`config.mk`:
```
export PLATFORM = sky130hd
export DESIGN_NAME = bgf_framer
export DESIGN_NICKNAME = d
export VERILOG_FILES = /design/src/bgf_fifo.sv /design/src/bgf_framer.sv
export SDC_FILE = /design/constraint.sdc
export NUM_CORES = 1
export LEC_CHECK = 0
export ABC_CLOCK_PERIOD_IN_PS = 3700
export BUFFER_PORTS_ARGS = -buffer_cell sky130_fd_sc_hd__buf_2
export CAP_MARGIN = 5
export CELL_PAD_IN_SITES_DETAIL_PLACEMENT = 0
export CELL_PAD_IN_SITES_GLOBAL_PLACEMENT = 1
export CORE_ASPECT_RATIO = 0.9
export CORE_UTILIZATION = 35
export DETAILED_ROUTE_END_ITERATION = 8
export GPL_TIMING_DRIVEN = 0
export PLACE_DENSITY_LB_ADDON = 0.1
export SETUP_SLACK_MARGIN = 0.2
export SYNTH_ARGS = -nofsm -noshare
export SYNTH_HDL_FRONTEND = slang
export SYNTH_SLANG_ARGS = --single-unit
```
`constraint.sdc`:
```
create_clock -name i_clk -period 3.7 [get_ports i_clk]
set_input_delay 0.37 -clock i_clk [delete_from_list [all_inputs] [get_ports i_clk]]
set_output_delay 0.37 -clock i_clk [all_outputs]
set_load 0.05 [all_outputs]
```
`src/bgf_fifo.sv`:
```
// constants package and the small word fifo that buffers the framed byte stream
`timescale 1ns/10ps

package bgf_pkg;
	// ----------------------------------------------------------------
	// register map (byte addresses on the apb bus)
	// ----------------------------------------------------------------
	localparam logic [7:0]  ADDR_CTRL      = 8'h00;
	localparam logic [7:0]  ADDR_STATUS    = 8'h04;
	localparam logic [7:0]  ADDR_PORT_ID0  = 8'h08;  // second, third, fourth port at +4 steps
	localparam logic [7:0]  ADDR_SCALER0   = 8'h14;  // scaler sets 0..3 at +4 steps
	localparam int          NUM_EXTRA_PORTS = 3;
	localparam int          NUM_SCALERS     = 4;
	// field positions
	localparam int          CTRL_START_BIT = 0;
	localparam int          CTRL_PER_BIT   = 1;
	localparam int          STAT_BUSY_BIT  = 0;
	localparam int          STAT_IDX_LSB   = 16;
	localparam int          STAT_CNT_LSB   = 8;
	localparam int          ID_WIDTH       = 15;
	localparam int          SET_WIDTH      = 28;     // mask 12, shift flag 1, offset 15
	// reset values
	localparam logic [31:0] CTRL_RESET     = 32'h0000_0000;
	localparam logic [14:0] ID_RESET       = 15'h0000;
	localparam logic [27:0] SET_RESET      = 28'h000_0000;
	// extension field codes
	localparam logic [6:0]  EXT_TYPE_BEAM  = 7'h0a;
	localparam logic [6:0]  EXT_TYPE_MOD   = 7'h05;
	localparam logic [7:0]  BEAM_WORDS     = 8'h03;
	localparam logic [7:0]  SHARED_WORDS   = 8'h03;
	localparam logic [7:0]  PER_WORDS      = 8'h02;
	localparam logic [1:0]  GROUP_TYPE     = 2'b10;
	localparam logic [5:0]  EXTRA_PORTS    = 6'h03;
	// frame geometry in octets
	localparam logic [5:0]  BEAM_BYTES     = 6'h0c;
	localparam logic [5:0]  SHARED_LAST    = 6'h17;  // 24 octets in the shared layout
	localparam logic [5:0]  PER_LAST       = 6'h2b;  // 44 octets in the per-stream layout
	localparam int          FIFO_DEPTH     = 4;
	localparam int          FIFO_WIDTH     = 9;      // last marker and octet
endpackage : bgf_pkg

module bgf_fifo #(
	parameter int WIDTH = 9,
	parameter int DEPTH = 4
) (
	input  wire logic             i_clk,       // system clock
	input  wire logic             i_rst,       // synchronous reset, active high
	input  wire logic             i_in_valid,  // writer offers a word
	output logic                  o_in_ready,  // room for a word
	input  wire logic [WIDTH-1:0] i_in_data,   // word to store
	output logic                  o_out_valid, // a word is waiting
	input  wire logic             i_out_ready, // reader takes the word
	output logic      [WIDTH-1:0] o_out_data   // oldest word
);
	import bgf_pkg::*;

	localparam int AW = (DEPTH > 1) ? $clog2(DEPTH) : 1;

	// ----------------------------------------------------------------
	// elaboration check
	// ----------------------------------------------------------------
	// pointer wrap relies on a power-of-two depth
	if (DEPTH < 2 || (DEPTH & (DEPTH - 1)) != 0 || WIDTH < 1) begin : g_bad_param
		$error("bgf_fifo depth must be a power of two of at least 2");
	end

	logic [WIDTH-1:0] mem_reg [DEPTH];
	logic [AW:0]      wr_ptr_reg;
	logic [AW:0]      rd_ptr_reg;
	logic             full;
	logic             empty;

	// extra pointer bit tells full from empty
	assign empty = (wr_ptr_reg == rd_ptr_reg);
	assign full  = (wr_ptr_reg[AW-1:0] == rd_ptr_reg[AW-1:0]) && (wr_ptr_reg[AW] != rd_ptr_reg[AW]);
	assign o_in_ready  = !full;
	assign o_out_valid = !empty;
	assign o_out_data  = mem_reg[rd_ptr_reg[AW-1:0]];

	// write side
	always_ff @(posedge i_clk) begin
		if (i_rst) begin
			wr_ptr_reg <= '0;
		end else if (i_in_valid && !full) begin
			mem_reg[wr_ptr_reg[AW-1:0]] <= i_in_data;
			wr_ptr_reg                  <= wr_ptr_reg + 1'b1;
		end
	end

	// read side
	always_ff @(posedge i_clk) begin
		if (i_rst) begin
			rd_ptr_reg <= '0;
		end else if (i_out_ready && !empty) begin
			rd_ptr_reg <= rd_ptr_reg + 1'b1;
		end
	end
endmodule : bgf_fifo

```
`src/bgf_framer.sv`:
```
// framer that emits the beam-grouping and modulation-compression extensions
`timescale 1ns/10ps

module bgf_framer #(
	parameter int FIFO_DEPTH_P = bgf_pkg::FIFO_DEPTH
) (
	input  wire logic        i_clk,          // 125 mhz system clock
	input  wire logic        i_rst,          // synchronous reset, active high
	input  wire logic        i_psel,         // apb select
	input  wire logic        i_penable,      // apb access phase
	input  wire logic        i_pwrite,       // apb write when high
	input  wire logic [7:0]  i_paddr,        // apb byte address
	input  wire logic [31:0] i_pwdata,       // apb write data
	output logic      [31:0] o_prdata,       // apb read data
	output logic             o_pready,       // apb ready, no wait states
	output logic             o_pslverr,      // apb error on unmapped address
	output logic             o_byte_valid,   // framed octet available
	input  wire logic        i_byte_ready,   // downstream takes the octet
	output logic      [7:0]  o_byte_data,    // framed octet
	output logic             o_byte_last     // last octet of the section extensions
);
	import bgf_pkg::*;

	// ----------------------------------------------------------------
	// elaboration check
	// ----------------------------------------------------------------
	if (FIFO_DEPTH_P < 2) begin : g_bad_depth
		$error("bgf_framer needs a fifo depth of at least 2");
	end

	// ----------------------------------------------------------------
	// state
	// ----------------------------------------------------------------
	typedef enum logic [1:0] {
		ST_IDLE = 2'b01,
		ST_SEND = 2'b10
	} bgf_state_type;

	bgf_state_type         state_reg;
	logic                  per_stream_reg;
	logic [ID_WIDTH-1:0]   port_id_reg [NUM_EXTRA_PORTS];
	logic [SET_WIDTH-1:0]  scaler_reg  [NUM_SCALERS];
	logic [5:0]            idx_reg;
	logic [7:0]            frame_cnt_reg;
	logic [31:0]           prdata_reg;

	logic                  busy;
	logic                  wr_access;
	logic                  setup_read;
	logic                  addr_hit;
	logic                  start_req;
	logic                  push;
	logic                  push_ready;
	logic                  push_last;
	logic [7:0]            push_data;
	logic [5:0]            last_idx;
	logic [5:0]            rel;
	logic [3:0]            shared_k;
	logic [1:0]            per_k;
	logic [1:0]            per_sel;
	logic [55:0]           shared_bits;
	logic [55:0]           shared_shift;
	logic [31:0]           per_word;
	logic [31:0]           per_shift;
	logic [31:0]           read_mux;
	logic [FIFO_WIDTH-1:0] fifo_out;

	assign busy      = (state_reg == ST_SEND);
	assign wr_access = i_psel && i_penable && i_pwrite;
	assign setup_read = i_psel && !i_penable && !i_pwrite;

	// ----------------------------------------------------------------
	// apb slave
	// ----------------------------------------------------------------
	// decode: control, status, three port ids, four scaler sets
	always_comb begin
		addr_hit = 1'b0;
		read_mux = 32'h0000_0000;
		if (i_paddr == ADDR_CTRL) begin
			addr_hit = 1'b1;
			read_mux[CTRL_PER_BIT] = per_stream_reg;
		end else if (i_paddr == ADDR_STATUS) begin
			addr_hit = 1'b1;
			read_mux[STAT_BUSY_BIT] = busy;
			read_mux[STAT_CNT_LSB +: 8] = frame_cnt_reg;
			read_mux[STAT_IDX_LSB +: 6] = idx_reg;
		end
		for (int p = 0; p < NUM_EXTRA_PORTS; p++) begin
			if (i_paddr == ADDR_PORT_ID0 + 8'(4 * p)) begin
				addr_hit = 1'b1;
				read_mux[ID_WIDTH-1:0] = port_id_reg[p];
			end
		end
		for (int s = 0; s < NUM_SCALERS; s++) begin
			if (i_paddr == ADDR_SCALER0 + 8'(4 * s)) begin
				addr_hit = 1'b1;
				read_mux[SET_WIDTH-1:0] = scaler_reg[s];
			end
		end
	end

	// zero wait states; an unmapped address answers with an error
	assign o_pready  = 1'b1;
	assign o_pslverr = i_psel && i_penable && !addr_hit;
	assign o_prdata  = prdata_reg;

	// read data is captured in the setup cycle so it comes from a flop
	always_ff @(posedge i_clk) begin
		if (i_rst) begin
			prdata_reg <= 32'h0000_0000;
		end else if (setup_read) begin
			prdata_reg <= read_mux;
		end
	end

	// configuration is frozen while a section is being sent, so a frame
	// never mixes old and new identifiers
	always_ff @(posedge i_clk) begin
		if (i_rst) begin
			per_stream_reg <= CTRL_RESET[CTRL_PER_BIT];
		end else if (wr_access && !busy && i_paddr == ADDR_CTRL) begin
			per_stream_reg <= i_pwdata[CTRL_PER_BIT];
		end
	end

	// port identifier and scaler set storage, one register per entry
	for (genvar p = 0; p < NUM_EXTRA_PORTS; p++) begin : g_port
		always_ff @(posedge i_clk) begin
			if (i_rst) begin
				port_id_reg[p] <= ID_RESET;
			end else if (wr_access && !busy && i_paddr == ADDR_PORT_ID0 + 8'(4 * p)) begin
				port_id_reg[p] <= i_pwdata[ID_WIDTH-1:0];
			end
		end
	end

	for (genvar s = 0; s < NUM_SCALERS; s++) begin : g_scaler
		always_ff @(posedge i_clk) begin
			if (i_rst) begin
				scaler_reg[s] <= SET_RESET;
			end else if (wr_access && !busy && i_paddr == ADDR_SCALER0 + 8'(4 * s)) begin
				scaler_reg[s] <= i_pwdata[SET_WIDTH-1:0];
			end
		end
	end

	// a start request while busy is dropped
	assign start_req = wr_access && !busy && i_paddr == ADDR_CTRL && i_pwdata[CTRL_START_BIT];

	// ----------------------------------------------------------------
	// octet sequencer
	// ----------------------------------------------------------------
	assign last_idx   = per_stream_reg ? PER_LAST : SHARED_LAST;
	assign push       = busy && push_ready;
	assign push_last  = (idx_reg == last_idx);

	always_ff @(posedge i_clk) begin
		if (i_rst) begin
			state_reg <= ST_IDLE;
		end else begin
			unique case (state_reg)
				ST_IDLE: begin
					if (start_req) begin
						state_reg <= ST_SEND;
					end
				end
				ST_SEND: begin
					if (push && push_last) begin
						state_reg <= ST_IDLE;
					end
				end
				default: begin
					state_reg <= ST_IDLE;
				end
			endcase
		end
	end

	// octet index walks through the section, stalled by fifo back-pressure
	always_ff @(posedge i_clk) begin
		if (i_rst) begin
			idx_reg <= 6'h00;
		end else if (start_req) begin
			idx_reg <= 6'h00;
		end else if (push) begin
			idx_reg <= push_last ? 6'h00 : idx_reg + 6'h01;
		end
	end

	always_ff @(posedge i_clk) begin
		if (i_rst) begin
			frame_cnt_reg <= 8'h00;
		end else if (push && push_last) begin
			frame_cnt_reg <= frame_cnt_reg + 8'h01;
		end
	end

	// ----------------------------------------------------------------
	// octet content
	// ----------------------------------------------------------------
	// both shared scaler sets laid end to end, most significant bit first
	assign shared_bits = {scaler_reg[0], scaler_reg[1]};
	assign rel         = idx_reg - BEAM_BYTES;
	assign shared_k    = rel[3:0] - 4'h2;
	assign per_sel     = rel[4:3];
	assign per_k       = rel[1:0] - 2'h2;
	assign per_word    = {scaler_reg[per_sel], 4'h0};
	assign shared_shift = shared_bits << {shared_k, 3'b000};
	assign per_shift    = per_word << {per_k, 3'b000};

	always_comb begin
		push_data = 8'h00;  // padding octets default to zero
		if (idx_reg < BEAM_BYTES) begin
			unique case (idx_reg)
				6'h00: push_data = {1'b1, EXT_TYPE_BEAM};
				6'h01: push_data = BEAM_WORDS;
				6'h02: push_data = {GROUP_TYPE, EXTRA_PORTS};
				6'h03: push_data = {1'b0, port_id_reg[0][14:8]};
				6'h04: push_data = port_id_reg[0][7:0];
				6'h05: push_data = {1'b0, port_id_reg[1][14:8]};
				6'h06: push_data = port_id_reg[1][7:0];
				6'h07: push_data = {1'b0, port_id_reg[2][14:8]};
				6'h08: push_data = port_id_reg[2][7:0];
				default: push_data = 8'h00;
			endcase
		end else if (!per_stream_reg) begin
			// one shared extension closes the section
			if (rel == 6'h00) begin
				push_data = {1'b0, EXT_TYPE_MOD};
			end else if (rel == 6'h01) begin
				push_data = SHARED_WORDS;
			end else if (rel < 6'h09) begin
				push_data = shared_shift[55:48];
			end
		end else begin
			// four extensions of two words; only the fourth clears the flag
			if (rel[2:0] == 3'h0) begin
				push_data = {(per_sel != 2'h3), EXT_TYPE_MOD};
			end else if (rel[2:0] == 3'h1) begin
				push_data = PER_WORDS;
			end else if (rel[2:0] < 3'h6) begin
				push_data = per_shift[31:24];
			end
		end
	end

	// ----------------------------------------------------------------
	// output buffer
	// ----------------------------------------------------------------
	bgf_fifo #(
		.WIDTH (FIFO_WIDTH),
		.DEPTH (FIFO_DEPTH_P)
	) u_fifo (
		.i_clk       (i_clk),
		.i_rst       (i_rst),
		.i_in_valid  (busy),
		.o_in_ready  (push_ready),
		.i_in_data   ({push_last, push_data}),
		.o_out_valid (o_byte_valid),
		.i_out_ready (i_byte_ready),
		.o_out_data  (fifo_out)
	);

	assign o_byte_last = fifo_out[8];
	assign o_byte_data = fifo_out[7:0];
endmodule : bgf_framer

```
==> flow_summary.json <==
{
  "crit_cells": 9,
  "grt_start_max_net_pins": 29,
  "synth_flop_cell": "edfxtp_1",
  "chipWidth_um": 208,
  "die-area_mm2": 0.0389,
  "timing.critical_path.required_ns": 3.91,
  "synth.area.top_cells": "edfxtp_1 (43%), dfxtp_1 (8.0%), and2_1 (7.8%)",
  "routabilityCongestion": 0.954,
  "drc": 0,
  "min-delay-start": "i_byte_ready",
  "worst-r2r-cell-count": 9,
  "cts_hold_repair.buffers": 0,
  "ir_worst_vdd_mv": 0.317,
  "io-pin-count": 90,
  "design_power_total_w": 0.00644,
  "core.rowCount": 67,
  "cp_max_stage_delay_ns": 0.49,
  "synth.cells.most_frequent": "edfxtp_1 (193), and2_1 (166), nor2_1 (66)",
  "synthesis.area_mm2": 0.0133,
  "clock_sinks": 246,
  "outcome": "finished clean",
  "largest_register_ff_count": 112,
  "rsz0062_at_grt": "false",
  "finalSetupViolations": 0,
  "yosysMostFrequentCell": "edfxtp_1",
  "rr_startpoint": "idx_reg[2]$_SDFFE_PP0P_",
  "slew_headroom": 0.0983,
  "grt_pass1_wl_mm": 74.7,
  "postRouteWirelength_mm": 52.6,
  "cp_data_arrival_time_ns": 3.64,
  "met3_wirelength_mm": 4.60,
  "yosysSeqAreaShare": 0.515,
  "critical_path.n_buffers_inverters": 5,
  "max_freq_ghz": 0.292,
  "grt_use_total": 0.268,
  "first_global_vias": 9944,
  "critical_path.cell_chain": "buf_2, inv_1, ha_1, buf_2, clkbuf_8, mux4_2, mux4_2, inv_1, o221ai_1",
  "wire_per_inst_um": 30.0,
  "final_nets": 1316,
  "r2r_slack_ns": 0.27,
  "top_metal_used": "met4",
  "drt.antenna.violating_nets": 0,
  "final_core_utilization": 0.411,
  "synth_edf_count": 193,
  "path_delay_family": "buffers and inverters",
  "critical_path.reg2reg.endpoint": "u_fifo.mem_reg[1][6]$_DFFE_PP_",
  "tritoncts": "yes",
  "timing.critical_path.from_type": "flip-flop",
  "hpwl_mm": 39.6,
  "netlist_instances": 1138,
  "clkLatencyLatePin_ns": 0.56,
  "timing.final.max_slew_violations": 0,
  "worstMarginPinSlew_ns": 1.35,
  "yosys.cell_types.count": 83,
  "synth-warning-count": 0,
  "detailroute.wirelength.met2_mm": 22.1,
  "worstSetupStartpoint": "idx_reg[2]$_SDFFE_PP0P_",
  "placeable_core_region_mm2": 0.0374,
  "worst_setup_skew_after_layout_ns": 0.0108,
  "drive_gt1_frac": 0.198,
  "antenna_cells_inserted": 0,
  "die-height_um": 187,
  "min_path_type": "in2reg",
  "wirelength_met1_mm": 24.3,
  "synth.avg_cell_area_um2": 11.7,
  "h_tree_depth": 1,
  "drt_iter0_drc": 1123,
  "antenna_found_initial": 0,
  "crit_end_element": "flip-flop",
  "layout.cell_area.non_filler_mm2": 0.0154,
  "num-fill-cells": 3632,
  "powerDensity_mw_per_mm2": 418,
  "numCtsBuffers": 29,
  "crit_slowest_cell": "mux4_2",
  "areaGrowthSynthToFinish_pct": 15.5,
  "port_buffers": 78,
  "synth-seq-cells": 246,
  "route.detailed.vias_per_inst": 5.97,
  "finalHoldViolCount": 0,
  "dr.pass1.iters": 7,
  "cp-endpoint": "u_fifo.mem_reg[1][6]$_DFFE_PP_",
  "clock_pin_slew_reported_for_the_worst_setup_and_hold_paths_after_clock_tree_synthesis_ns": 0.06,
  "netlist.top_cell.by_area": "edfxtp_1",
  "area_share_of_the_largest_cell_type_after_synthesis": 0.435,
  "async_reset_ff_frac": 0,
  "timing.max_cap.violations": 0,
  "criticalPathCategory": "reg2reg",
  "place_area_mm2": 0.0143,
  "post-route-period-util": 0.927,
  "globalRoute.totalOverflow": 0,
  "detailroute.via_count": 10489,
  "leakagePower_nw": 5.55,
  "initial_core_utilization": 0.356,
  "finalCriticalPeriod_ns": 3.43,
  "worst-path-max-fanout": 10,
  "clock_tree.buffer_depth": 3,
  "clock-root-buffer": "clkbuf_16"
}
[final cells by class]
class                      count  area [µm²]  area share
tap                          483         604      0.0393
buffer                        86         434      0.0282
inverter                      15        60.1     0.00390
clock buffer                  35         778      0.0506
timing repair buffer          79         398      0.0259
sequential                   246        6860       0.446
clock inverter                18         156      0.0102
multi-input combinational    794        6100       0.396
[layout by cell type, fill, tap and decap left out, types with 7 or more instances in the layout]
master | synthesis | layout
a211oi_1 | 15 | 15
a21o_1 | 15 | 13
a21oi_1 | 48 | 47
a221o_1 | 15 | 15
a221oi_1 | 16 | 16
a22o_1 | 20 | 20
a22oi_1 | 12 | 12
and2_1 | 166 | 166
buf_1 | 7 | 7
buf_2 | 12 | 86
buf_4 | 10 | 13
clkbuf_1 | 55 | 51
clkbuf_16 | 0 | 29
dfxtp_1 | 53 | 52
edfxtp_1 | 193 | 193
ha_1 | 19 | 18
inv_1 | 14 | 13
mux2_2 | 18 | 18
mux2i_1 | 22 | 20
mux4_2 | 41 | 41
nand2_1 | 65 | 65
nand3_1 | 20 | 20
nor2_1 | 66 | 66
nor3_1 | 19 | 18
nor4_1 | 11 | 11
o2111ai_1 | 7 | 7
o211ai_1 | 9 | 9
o21ai_0 | 33 | 33
o21bai_1 | 8 | 8
o31ai_1 | 9 | 9
o32ai_1 | 9 | 9
xnor2_1 | 7 | 7
xor2_1 | 8 | 8
[worst register-to-register path: cells and delay by family, from the launching register on]
kind | cells | cell delay, ns
AOI/OAI and AO/OA | 1 | 0.23
adders and majority gates | 1 | 0.31
buffers and inverters | 5 | 1.21
DFF | 1 | 0.46
muxes | 2 | 0.90
[worst min path at each step]
| stage | endpoint | slack [ns] | cells past startpoint |
|---|---|---|---|
| finish | flip-flop | 0.12 | 3 |
| global route | scaler_reg[2][22]$_SDFFCE_PN0P_ | 0.12 | 2 |
| CTS | u_fifo.rd_ptr_reg[1]$_SDFFE_PP0P_ | 0.11 | 3 |
| detailed placement | o_prdata[26]$_SDFFE_PP0P_ | 0.49 | 2 |
| global placement | o_prdata[26]$_SDFFE_PP0P_ | 0.49 | 2 |
| floorplan | frame_cnt_reg[7]$_SDFFE_PP0P_ | 0.45 | 2 |
[report_power, final]
part | internal [W] | switching, W | leakage, nW
Combinational | 0.000120 | 0.000313 | 2.73
Sequential | 0.00305 | 0.0000844 | 2.37
Clock | 0.00164 | 0.00123 | 0.449
[per-stage QoR]
step / instances / setup TNS (ns) / hold WS, ns / setup slack (ns)
2_1_floorplan: 1141 / 0 / 0.452 / 0.662
3_3_place_gp: 1702 / -23.43 / 0.490 / -0.944
3_5_place_dp: 1702 / -22.70 / 0.491 / -0.918
4_1_cts: 1756 / 0 / 0.106 / 0.208
5_1_grt: 1756 / 0 / 0.121 / 0.215
6_report: 1756 / 0 / 0.119 / 0.270
[what timing repair did]
item | in CTS | in global routing
setup endpoints to repair | 32 | 32
resized for setup | 23 | 14
setup buffers | 1 | 0
gates cloned | 0 | 0
pin swaps | 1 | 1
[per-layer routing]
metal,up-vias,global-route usage
li1,4596,-
met1,5285,0.400
met2,523,0.388
met3,85,0.0559
met4,0,0.0766
met5,-,0
[kinds of logic after synthesis]
group / count (synthesis) / share of synthesized area
compound gates: 263 / 0.146
xor+xnor: 16 / 0.0111
fa+ha+maj: 19 / 0.0178
buf+inv: 101 / 0.0331
flops: 246 / 0.515
mux: 81 / 0.101
other cells: 2 / 0.000564
simple gates: 410 / 0.176
No activity file was read; power rests on OpenSTA's default activity.
